$ cat src/rtl/pwi_pkg.sv
/*
 Package for the parallel word I/O port: register offsets, the control/status
 field layout, reset values, event bit positions and timing constants.
 Assumes a 250 MHz system clock and a 32-bit Avalon-MM register bus.
*/
package pwi_pkg;

	// Data path widths
	localparam int WORD_W      = 16;         // Output and input word width
	localparam int ADDR_W      = 5;          // Byte address width of the slave
	localparam int EVT_W       = 4;          // Number of sticky event bits

	// Register byte offsets
	localparam logic [ADDR_W-1:0] OFS_CSR      = 5'h00; // Control/status
	localparam logic [ADDR_W-1:0] OFS_OUTBUF   = 5'h04; // Output buffer
	localparam logic [ADDR_W-1:0] OFS_INBUF    = 5'h08; // Input buffer
	localparam logic [ADDR_W-1:0] OFS_EVT_STAT = 5'h0C; // Sticky events, read clears
	localparam logic [ADDR_W-1:0] OFS_EVT_MASK = 5'h10; // Event mask
	localparam logic [ADDR_W-1:0] OFS_VECTOR   = 5'h14; // Level and vector, read only

	// Byte enable patterns for the output buffer
	localparam logic [3:0] BE_LOW  = 4'h1;   // Low byte only
	localparam logic [3:0] BE_HIGH = 4'h2;   // High byte only

	// Control/status register layout, bit 15 down to bit 0
	typedef struct packed {
		logic       req_b;       // Second request flag, bit 15
		logic [4:0] rsv_hi;      // Reads as zero
		logic [1:0] user_stat;   // User status lines from the device
		logic       req_a;       // First request flag, bit 7
		logic       ie_a;        // First interrupt enable, bit 6
		logic       ie_b;        // Second interrupt enable, bit 5
		logic       loopback;    // Maintenance loopback
		logic [1:0] rsv_lo;      // Reads as zero
		logic [1:0] user_cmd;    // User command lines to the device
	} pwi_csr_type;

	// Writable control/status bits
	localparam logic [WORD_W-1:0] CSR_WR_MASK = 16'h0073;
	localparam logic [WORD_W-1:0] CSR_RESET   = 16'h0000;

	// Vectored request as seen by the host interrupt logic
	typedef struct packed {
		logic       req;         // Request level
		logic [2:0] level;       // Priority level
		logic [8:0] vector;      // Vector address
	} pwi_irq_type;

	// Sticky event positions
	localparam int EVT_REQ_A   = 0;          // Request A rose
	localparam int EVT_REQ_B   = 1;          // Request B rose
	localparam int EVT_NEWDATA = 2;          // New-data strobe sent
	localparam int EVT_TAKEN   = 3;          // Input-taken strobe sent
	localparam logic [EVT_W-1:0] EVT_RESET = 4'h0;

	// Interrupt defaults, changeable by the integrator
	localparam logic [2:0] IRQ_LEVEL_DEF  = 3'h5;   // Priority level 5
	localparam logic [8:0] IRQ_VECTOR_DEF = 9'h0C0; // Vector 300 octal
	localparam logic [8:0] IRQ_VEC_STEP   = 9'h004; // Second request vector offset

	// Timing
	localparam int CLK_MHZ      = 250;       // System clock rate
	localparam int STROBE_NS    = 400;       // Strobe pulse width
	localparam int STROBE_CYC   = (STROBE_NS * CLK_MHZ + 999) / 1000;

endpackage

$ cat src/rtl/pwi_port.sv
/*
 Parallel word I/O port: control/status, output buffer and input buffer
 registers behind an Avalon-MM slave, 16 output lines with a new-data
 strobe, 16 input lines with an input-taken strobe, two device request
 lines raising a vectored interrupt, and a maintenance loopback.
 Assumes the device lines are asynchronous to clk; all are synchronised.
*/
// Design decisions made here: the Avalon-MM register port and the placing of the registers.
`timescale 1ns/1ns
module pwi_port #(
	parameter int         STROBE_CYC = pwi_pkg::STROBE_CYC,     // Strobe width in cycles
	parameter logic [2:0] IRQ_LEVEL  = pwi_pkg::IRQ_LEVEL_DEF,  // Priority plug
	parameter logic [8:0] IRQ_VECTOR = pwi_pkg::IRQ_VECTOR_DEF  // Vector switches
) (
	input  wire logic                             clk,
	input  wire logic                             rst_b,
	// Avalon-MM slave
	input  wire logic [pwi_pkg::ADDR_W-1:0]       avs_address,
	input  wire logic                             avs_read,
	input  wire logic                             avs_write,
	input  wire logic [31:0]                      avs_writedata,
	input  wire logic [3:0]                       avs_byteenable,
	output logic [31:0]                           avs_readdata,
	output logic                                  avs_waitrequest,
	// Device side
	output logic [pwi_pkg::WORD_W-1:0]            data_out,
	output logic                                  new_data_strobe,
	input  wire logic [pwi_pkg::WORD_W-1:0]       data_in,
	output logic                                  input_taken_strobe,
	input  wire logic                             req_a_in,
	input  wire logic                             req_b_in,
	output logic [1:0]                            user_cmd,
	input  wire logic [1:0]                       user_stat_in,
	output logic                                  init_out,
	// Interrupts
	output pwi_pkg::pwi_irq_type                  vec_irq,
	output logic                                  irq
);

	localparam int W = pwi_pkg::WORD_W;

	// Bus handshake state
	logic        done_reg;          // High in the answering cycle
	logic [31:0] rdata_reg;         // Registered read data
	logic [31:0] rdata_next;        // Read data mux
	logic        req_any;           // A read or write is present
	logic        wr_take;           // Write takes effect this edge
	logic        rd_take;           // Read is taken this edge

	// Registers
	pwi_pkg::pwi_csr_type csr_reg;  // Control/status view
	logic [W-1:0]         ctl_reg;  // Writable control bits
	logic [W-1:0]         ctl_next;
	logic [W-1:0]         out_reg;  // Output buffer
	logic [W-1:0]         out_next;
	logic [W-1:0]         in_reg;   // Input buffer
	logic [W-1:0]         in_next;
	logic [pwi_pkg::EVT_W-1:0] evt_reg;   // Sticky events
	logic [pwi_pkg::EVT_W-1:0] evt_next;
	logic [pwi_pkg::EVT_W-1:0] evt_set;   // Events this cycle
	logic [pwi_pkg::EVT_W-1:0] evt_clr;   // Bits handed out by a status read
	logic [pwi_pkg::EVT_W-1:0] mask_reg;  // Event mask

	// Synchronisers: first stage is read by the second stage only
	logic [W-1:0] din_s1_reg;
	logic [W-1:0] din_s2_reg;
	logic [3:0]   ctl_s1_reg;       // user status, req_b, req_a
	logic [3:0]   ctl_s2_reg;
	logic [1:0]   req_d_reg;        // Previous synchronised requests

	// Address decode
	logic sel_csr;
	logic sel_out;
	logic sel_in;
	logic sel_stat;
	logic sel_mask;
	logic sel_vec;

	// Strobe triggers
	logic fire_new;
	logic fire_taken;

	// Interrupt terms
	logic req_a_s;
	logic req_b_s;
	logic irq_a;
	logic irq_b;
	logic init_reg;

	// Bus handshake: answer one cycle after the request appears
	assign req_any         = avs_read | avs_write;
	assign avs_waitrequest = req_any & ~done_reg;
	assign wr_take         = avs_write & done_reg;
	assign rd_take         = avs_read & done_reg;

	// Decode on the full byte address
	assign sel_csr  = (avs_address == pwi_pkg::OFS_CSR);
	assign sel_out  = (avs_address == pwi_pkg::OFS_OUTBUF);
	assign sel_in   = (avs_address == pwi_pkg::OFS_INBUF);
	assign sel_stat = (avs_address == pwi_pkg::OFS_EVT_STAT);
	assign sel_mask = (avs_address == pwi_pkg::OFS_EVT_MASK);
	assign sel_vec  = (avs_address == pwi_pkg::OFS_VECTOR);

	// Synchronised device levels
	assign req_a_s = ctl_s2_reg[0];
	assign req_b_s = ctl_s2_reg[1];

	// Control/status view: enables from software, flags from the device
	always_comb begin
		csr_reg           = pwi_pkg::pwi_csr_type'(ctl_reg);
		csr_reg.req_a     = req_a_s;
		csr_reg.req_b     = req_b_s;
		csr_reg.user_stat = ctl_s2_reg[3:2];
		csr_reg.rsv_hi    = '0;
		csr_reg.rsv_lo    = '0;
	end

	// Only enables, loopback and command bits are writable
	assign ctl_next = (wr_take && sel_csr) ?
		((avs_writedata[W-1:0] & pwi_pkg::CSR_WR_MASK) |
		 (ctl_reg & ~pwi_pkg::CSR_WR_MASK)) : ctl_reg;

	// Output buffer with byte lanes; either lane alone leaves the other unchanged
	always_comb begin
		out_next = out_reg;
		if (wr_take && sel_out) begin
			if (avs_byteenable[0]) begin
				out_next[7:0] = avs_writedata[7:0];
			end
			if (avs_byteenable[1]) begin
				out_next[15:8] = avs_writedata[15:8];
			end
		end
	end

	// Any write that touches the output buffer lanes counts as new data
	assign fire_new = wr_take & sel_out & (|avs_byteenable[1:0]);

	// Input buffer follows the lines, or the output buffer in loopback
	assign in_next = ctl_reg[4] ? out_reg : din_s2_reg;

	// Reading the input buffer tells the device its word was taken
	assign fire_taken = rd_take & sel_in;

	// Event sources, rising requests sampled after synchronisation
	assign evt_set[pwi_pkg::EVT_REQ_A]   = req_a_s & ~req_d_reg[0];
	assign evt_set[pwi_pkg::EVT_REQ_B]   = req_b_s & ~req_d_reg[1];
	assign evt_set[pwi_pkg::EVT_NEWDATA] = fire_new;
	assign evt_set[pwi_pkg::EVT_TAKEN]   = fire_taken;

	// Read clears only the bits it returned; the snapshot is one cycle old,
	// so an event landing in the wait cycle stays pending for the next read
	assign evt_clr  = (rd_take && sel_stat) ? rdata_reg[pwi_pkg::EVT_W-1:0] : '0;
	assign evt_next = (evt_reg & ~evt_clr) | evt_set;

	// Read data mux; unmapped addresses read zero
	always_comb begin
		rdata_next = 32'h0000_0000;
		if (sel_csr) begin
			rdata_next[W-1:0] = csr_reg;
		end else if (sel_out) begin
			rdata_next[W-1:0] = out_reg;
		end else if (sel_in) begin
			rdata_next[W-1:0] = in_reg;
		end else if (sel_stat) begin
			rdata_next[pwi_pkg::EVT_W-1:0] = evt_reg;
		end else if (sel_mask) begin
			rdata_next[pwi_pkg::EVT_W-1:0] = mask_reg;
		end else if (sel_vec) begin
			rdata_next[11:0] = {IRQ_LEVEL, IRQ_VECTOR};
		end
	end

	// Handshake and read data register
	always_ff @(posedge clk or negedge rst_b) begin
		if (!rst_b) begin
			done_reg  <= 1'b0;
			rdata_reg <= 32'h0000_0000;
		end else begin
			done_reg  <= req_any & ~done_reg;
			rdata_reg <= rdata_next;
		end
	end

	// Data captured in the waiting cycle stands in the answer cycle
	assign avs_readdata = rdata_reg;

	// Software registers; initialize clears the enables
	always_ff @(posedge clk or negedge rst_b) begin
		if (!rst_b) begin
			ctl_reg  <= pwi_pkg::CSR_RESET;
			out_reg  <= '0;
			mask_reg <= '0;
		end else begin
			ctl_reg  <= ctl_next;
			out_reg  <= out_next;
			if (wr_take && sel_mask) begin
				mask_reg <= avs_writedata[pwi_pkg::EVT_W-1:0];
			end
		end
	end

	// Input buffer and sticky events
	always_ff @(posedge clk or negedge rst_b) begin
		if (!rst_b) begin
			in_reg  <= '0;
			evt_reg <= pwi_pkg::EVT_RESET;
		end else begin
			in_reg  <= in_next;
			evt_reg <= evt_next;
		end
	end

	// Two-stage synchronisers; reset leaves request flags clear
	always_ff @(posedge clk or negedge rst_b) begin
		if (!rst_b) begin
			din_s1_reg <= '0;
			din_s2_reg <= '0;
			ctl_s1_reg <= '0;
			ctl_s2_reg <= '0;
			req_d_reg  <= '0;
		end else begin
			din_s1_reg <= data_in;
			din_s2_reg <= din_s1_reg;
			ctl_s1_reg <= {user_stat_in, req_b_in, req_a_in};
			ctl_s2_reg <= ctl_s1_reg;
			req_d_reg  <= {req_b_s, req_a_s};
		end
	end

	// Initialize level to both connectors, released one edge after reset
	always_ff @(posedge clk or negedge rst_b) begin
		if (!rst_b) begin
			init_reg <= 1'b1;
		end else begin
			init_reg <= 1'b0;
		end
	end

	// Strobe one-shots
	pwi_pulse #(
		.WIDTH (STROBE_CYC)
	) u_new_strobe (
		.clk   (clk),
		.rst_b (rst_b),
		.fire  (fire_new),
		.pulse (new_data_strobe)
	);

	pwi_pulse #(
		.WIDTH (STROBE_CYC)
	) u_taken_strobe (
		.clk   (clk),
		.rst_b (rst_b),
		.fire  (fire_taken),
		.pulse (input_taken_strobe)
	);

	// Vectored request: each flag gated by its own enable
	assign irq_a = csr_reg.ie_a & csr_reg.req_a;
	assign irq_b = csr_reg.ie_b & csr_reg.req_b;

	// Request A wins the vector when both are pending
	assign vec_irq.req    = irq_a | irq_b;
	assign vec_irq.level  = IRQ_LEVEL;
	assign vec_irq.vector = irq_a ? IRQ_VECTOR :
		9'(IRQ_VECTOR + pwi_pkg::IRQ_VEC_STEP);

	// Event interrupt level
	assign irq = |(evt_reg & mask_reg);

	// Device lines come straight from registers
	assign data_out = out_reg;
	assign user_cmd = csr_reg.user_cmd;
	assign init_out = init_reg;

endmodule

$ cat src/rtl/pwi_pulse.sv
/*
 One-shot strobe generator: a one-cycle fire input starts a positive pulse
 of WIDTH clock cycles. Assumes fire is synchronous to clk.
*/
`timescale 1ns/1ns
module pwi_pulse #(
	parameter int WIDTH = pwi_pkg::STROBE_CYC
) (
	input  wire logic clk,
	input  wire logic rst_b,
	input  wire logic fire,
	output logic      pulse
);

	localparam int CNT_W = $clog2(WIDTH + 1);

	logic [CNT_W-1:0] count_reg;   // Cycles still to hold the pulse high
	logic [CNT_W-1:0] count_next;

	// A fresh fire restarts the full width, so back-to-back transfers still
	// show one clean pulse of at least the set width.
	assign count_next = fire ? CNT_W'(WIDTH) :
		(count_reg != '0) ? count_reg - CNT_W'(1) : count_reg;

	// Down counter
	always_ff @(posedge clk or negedge rst_b) begin
		if (!rst_b) begin
			count_reg <= '0;
		end else begin
			count_reg <= count_next;
		end
	end

	// High while the counter runs
	assign pulse = (count_reg != '0);

endmodule

$ cat config.mk
export PLATFORM = sky130hd
export DESIGN_NAME = pwi_port
export DESIGN_NICKNAME = d
export VERILOG_FILES = /design/src/rtl/pwi_pkg.sv /design/src/rtl/pwi_port.sv /design/src/rtl/pwi_pulse.sv
export SDC_FILE = /design/constraint.sdc
export NUM_CORES = 1
export LEC_CHECK = 0
export ABC_AREA = 0
export BUFFER_PORTS_ARGS = -buffer_cell sky130_fd_sc_hd__buf_2
export CAP_MARGIN = 10
export CORE_MARGIN = 2
export CORE_UTILIZATION = 51
export DETAILED_ROUTE_END_ITERATION = 8
export GPL_TIMING_DRIVEN = 0
export PLACE_DENSITY = 0.79
export SYNTH_ARGS = -nofsm -noshare
export SYNTH_HDL_FRONTEND = slang
export SYNTH_SLANG_ARGS = --single-unit
$ cat constraint.sdc
create_clock -name clk -period 2 [get_ports clk]
set_input_delay 0.2 -clock clk [delete_from_list [all_inputs] [get_ports clk]]
set_output_delay 0.2 -clock clk [all_outputs]
set_load 0.05 [all_outputs]
# == Word level (Yosys, flattened, before mapping) ==
# Cells that the tools add are included.
# W data, S select, Z words.
# word_totals
register_bits,130
word_cells,72
# classes
bitwise,20
eq_ne,5
addsub,2
muxes,16
n_reduce_logical,13
# op_table
cell,count
$mux W16,3
$mux W7,4
$mux W12,2
$mux W4,4
$mux W8,2
$or A7 B16 Y16,1
$reduce_bool A7 Y1,2
$sub A7 B1 Y7 const B,2
$and A1 B1 Y1,10
$eq A5 B4 Y1 const B,2
$eq A5 B5 Y1 const B,2
$and A4 B4 Y4,2
$eq A5 B3 Y1 const B,1
$logic_not A5 Y1,1
$logic_and A1 B1 Y1,4
$not A4 Y4,1
$or A4 B4 Y4,1
$reduce_and A2 Y1,2
$reduce_bool A2 Y1,2
$reduce_or A4 Y1,1
$mux W3,1
$not A1 Y1,3
$or A1 B1 Y1,2
$reduce_or A2 Y1,1

# == Longest topological paths before layout ==
# depth
word_depth,7
ltp_mapped,7
ltp_nobuf,7

# == Cells and area by module ==
# From an unflattened synthesis, not the netlist that was laid out.
# unflattened
cells_unflattened,361
hier_area_um2,4818.4
# by_module_without_submodules
module,instances,area_each_um2,cells_each
pwi_port,1,4065.1,281
pwi_pulse,2,376.6,40

# == Worst setup path before layout ==
# OpenSTA, ideal clock, no wires.
# synth_path
kind,register -> register
from,reg u_new_strobe.count_reg[0]
to,reg u_new_strobe.count_reg[1]
slack_ns,-0.077
setup_time_ns,0.095
required_time_ns,1.905
path_stages_with_launch,7
arrival_ns,1.983
synth_period_minus_slack_ns,2.077
path_cell_list,dfrtp_1 > inv_1 > ha_1 > or3b_2 > nor4_2 > inv_1 > a211oi_1
# synth_via
elab_cells_between_ends,5
cone_classes,1 x add/sub; 2 x mux; 2 x reduce/logical
# synth_rtl
element,line,source
from (decl),pwi_pulse.sv:17,logic [CNT_W-1:0] count_reg;
from (signal assigned),pwi_pulse.sv:30,count_reg <= count_next;
$reduce_bool A7 Y1,--,
via new_data_strobe,pwi_port.sv:27,"output logic new_data_strobe,"
$reduce_bool A2 Y1 (no line),--,
# The timed path passes the listed nets, and every way through them passes these cells. The select of a mux whose other input is x is not followed.
# A chain may end at the register's enable or synchronous reset.

# == Final worst setup path ==
# layout_path
from,reg u_new_strobe.count_reg[1]
to,out new_data_strobe
# layout_via
elab_chain_len,1
# layout_rtl
element,line,source
$reduce_bool A7 Y1,pwi_pulse.sv:35,assign pulse = (count_reg != '0);
to (decl),pwi_port.sv:27,
# No other way between the ends.

==> flow_summary.yaml <==
outcome:
  outcome: "finished, violations left"
  violations: "negative setup slack"
die:
  die_h_um: 99.26
  num_rows: 34
  initial_utilization_pct: 52.81
  io_pins: 133
  die_x_um: 99.26
  die_area_um2: 9853
  core_area_um2: 8763
global_routing:
  grt_pass1_vias: 3602
  grt_pass1_wl_um: 17310
  grt_antenna_before_repair: 0
  grt_max_degree: 72
  grt_overflow: 0
  grt_usage_pct: 22.98
final_layout:
  multi_input_area_um2: 1475
  regArea_um2: 2979
  drive_above_1_share_pct: 39.31
  instances_no_fill: 655
  diodes: 0
  num-fill-cells: 610
  design_area_um2: 6419
  nNetsFinal: 601
  syn_to_final_growth_pct: 38.69
synth:
  synth_top_cell_by_area: "dfrtp_1"
  yosys.area_share.simple_pct: 9.138
  yosysWarnings: 0
  yosys.area.top_type_share_pct: 63.80
  synth_top_family_by_area: "multiplexers"
  synth_mux_area_share_pct: 10.38
  syn-cell-area_um2: 4628
  synth_ff_type: "dfrtp_1"
  synth_edf_count: 0
  synthArstFlopShare_pct: 100.0
  synth_compound_area_share_pct: 7.948
  synth_cell_types: 41
  ys_seq_area_share_pct: 64.37
  synth.area.top_cells: "dfrtp_1 (64%), mux2_2 (8.8%), buf_4 (4.7%), nand2_1 (2.1%), a22o_1 (2.1%)"
  netlist_instances: 352
  ys_ff_latch: 119
  avgSynthCellArea_um2: 13.15
  synth_fa_ha_area_share_pct: 0.5407
  yosys.area_share.xor_xnor_pct: 0.7570
timing:
  setup_viol_count_final: 3
  slew_violations: 0
  min_period_ns: 2.165
  max_slew_margin_pct: 39.20
  rsz0062_at_grt: "true"
  finalSetupTns_ns: -0.3462
  final_hold_viol_count: 0
  fmax_mhz: 461.9
  tightest_slew_ns: 0.9050
  post-route-period-util_pct: 108.2
  postLayoutSetupSlackWorst_ns: -0.1648
  fin_hold_ws_ns: 0.09188
  skew_ns: 0.005264
power:
  vdd_ir_drop_max_v: 0.0007007
  power.density_nw_per_um2: 1137
  cellLeakagePower_nw: 3.211
  power_mw: 7.299
placed_design:
  place_area_um2: 5316
  globalplace.congestion: 1.000
  hpwl_um: 6682
  dp.cells: 572
  port_buffers: 85
clocking:
  cts-root-buf: "clkbuf_8"
  clock_path_buffers: 2
  cts_tree: "yes"
  path_clk_slew_ns: 0.06
  clk_latency_ns: 0.51
  numCtsBuffers: 17
  cts_sinks: 119
  htree_levels: 4
worst_setup_path:
  crit_chain: "inv_2 > ha_4 > or3b_4 > nor4_4 > inv_2 > buf_8"
  end_kind: "primary output"
  required_ns: 1.80
  cp.arrival_ns: 1.96
  crit_top_cell: "inv_2"
  critical_path_class: "reg -> out"
  cpMaxStageDelayCell: "or3b_4"
  critPathMaxStageDelay_ns: 0.40
  worst-r2r-setup-slack_ns: -0.11
  critPathMaxFanout: 2
  crit_path_start_kind: "flip-flop"
  reg2reg_depth: 11
run:
  drv_cap: 0
detailed_routing:
  drt_iter0_markers: 146
  postRouteAntennaNets: 0
  viasPerCell: 5.029
  first_pass_iters: 4
  drcViolationCount: 0
  wire_per_inst_um: 16.12
  drt-total-wl_um: 10560
  vias: 3294
min_path:
  worstHoldPathCells: 4
  hp-class: "in -> reg"
## final timing paths
check | to | startpoint
min | avs_readdata[2] | avs_address[2]
max | new_data_strobe | u_new_strobe.count_reg[1]
min reg2reg | din_s2_reg[5] | din_s1_reg[5]
max in group asynchronous | ctl_reg[4] | rst_b
max reg2reg | u_new_strobe.count_reg[2] | u_new_strobe.count_reg[1]
min in group asynchronous | u_new_strobe.count_reg[2] | rst_b
## cell families (layout without fill, tap and decap cells)
logic type                 Yosys count  after routing
xor gates and xnor gates             4              4
other                                2             28
AOI/OAI and AO/OA                   54             54
adders and majority gates            2              2
and+or+nand+nor                     81             81
buffers and inverters               49            218
muxes                               41             41
DFF                                119            119
## placed cells by master, fill, tap and decap left out, drive strengths merged
| cell | instances |
|---|---|
| a211oi | 2 |
| a21o | 3 |
| a21oi | 14 |
| a22o | 11 |
| a22oi | 6 |
| and2 | 2 |
| and4 | 1 |
| buf | 130 |
| bufinv | 1 |
| clkbuf | 23 |
| clkinv | 2 |
| clkinvlp | 3 |
| conb | 28 |
| dfrtp | 118 |
| dfstp | 1 |
| dlygate4sd3 | 40 |
| ha | 2 |
| inv | 19 |
| mux2 | 41 |
| nand2 | 26 |
| nand2b | 5 |
| nand3 | 5 |
| nand3b | 1 |
| nand4 | 3 |
| nand4b | 1 |
| nor2 | 18 |
| nor2b | 2 |
| nor3 | 7 |
| nor4 | 3 |
| nor4b | 1 |
| o2111a | 1 |
| o2111ai | 1 |
| o211ai | 1 |
| o21ai | 10 |
| o2bb2ai | 3 |
| o31ai | 2 |
| or3 | 5 |
| or3b | 1 |
| xnor2 | 4 |
## per-layer routing
layer  GRT usage (%)  routed length [µm]
met1           27.56                4239
met2           40.18                5522
met3           5.622                 564
met4           8.746                 231
met5               0                   0
## cells in the mapped netlist, drive strengths merged (2+ instances only)
cell	count
nand3	5
nor2	18
a22oi	6
ha	2
nand4	3
conb	2
nor3	7
a211oi	2
clkbuf	5
or3	5
a22o	11
o2bb2ai	3
inv	11
xnor2	4
nand2b	5
nor4	3
nand2	26
mux2	41
o31ai	2
dfrtp	118
a21o	3
a21oi	14
o21ai	10
and2	2
nor2b	2
buf	33
## worst max-delay path, delay by kind of cell, from the launching register on
kind / cells / cell delay (ns)
DFF: 1 / 0.39
adders and majority gates: 1 / 0.12
buffers and inverters: 3 / 0.33
and+or+nand+nor: 2 / 0.61
## area by class of cell
class	count	area share (%)
Sequential cell	119	46.41
Buffer	38	4.191
Timing Repair Buffer	137	14.83
Clock buffer	18	6.667
Multi-Input combinational cell	210	22.98
Tap cell	108	2.105
Inverter	11	0.6433
Clock inverter	14	2.164
## report_power, final
| part | internal [mW] | switching (mW) |
|---|---|---|
| combinational | 0.643 | 0.855 |
| sequential | 2.70 | 0.229 |
| clock | 1.71 | 1.16 |
| total | 5.06 | 2.24 |
## stage by stage
step / util [%] / setup WS (ns)
after floorplan: - / 0.02914
after global placement: 60.32 / -0.6115
after detailed placement: 60.67 / -0.1293
after CTS: 73.03 / -0.2379
after global routing: 73.24 / -0.2284
final: 73.24 / -0.1648
## timing repair
| item | 4_1_cts | 5_1_grt |
|---|---|---|
| setup endpoints to repair | 3 | 3 |
| setup buffers | 10 | 2 |
| gates resized for setup | 11 | 3 |
| pin swaps | 4 | 2 |
| hold buffers | 40 | 0 |
| endpoints found under the hold margin | 94 | 0 |
No activity file was read; power rests on OpenSTA's default activity.
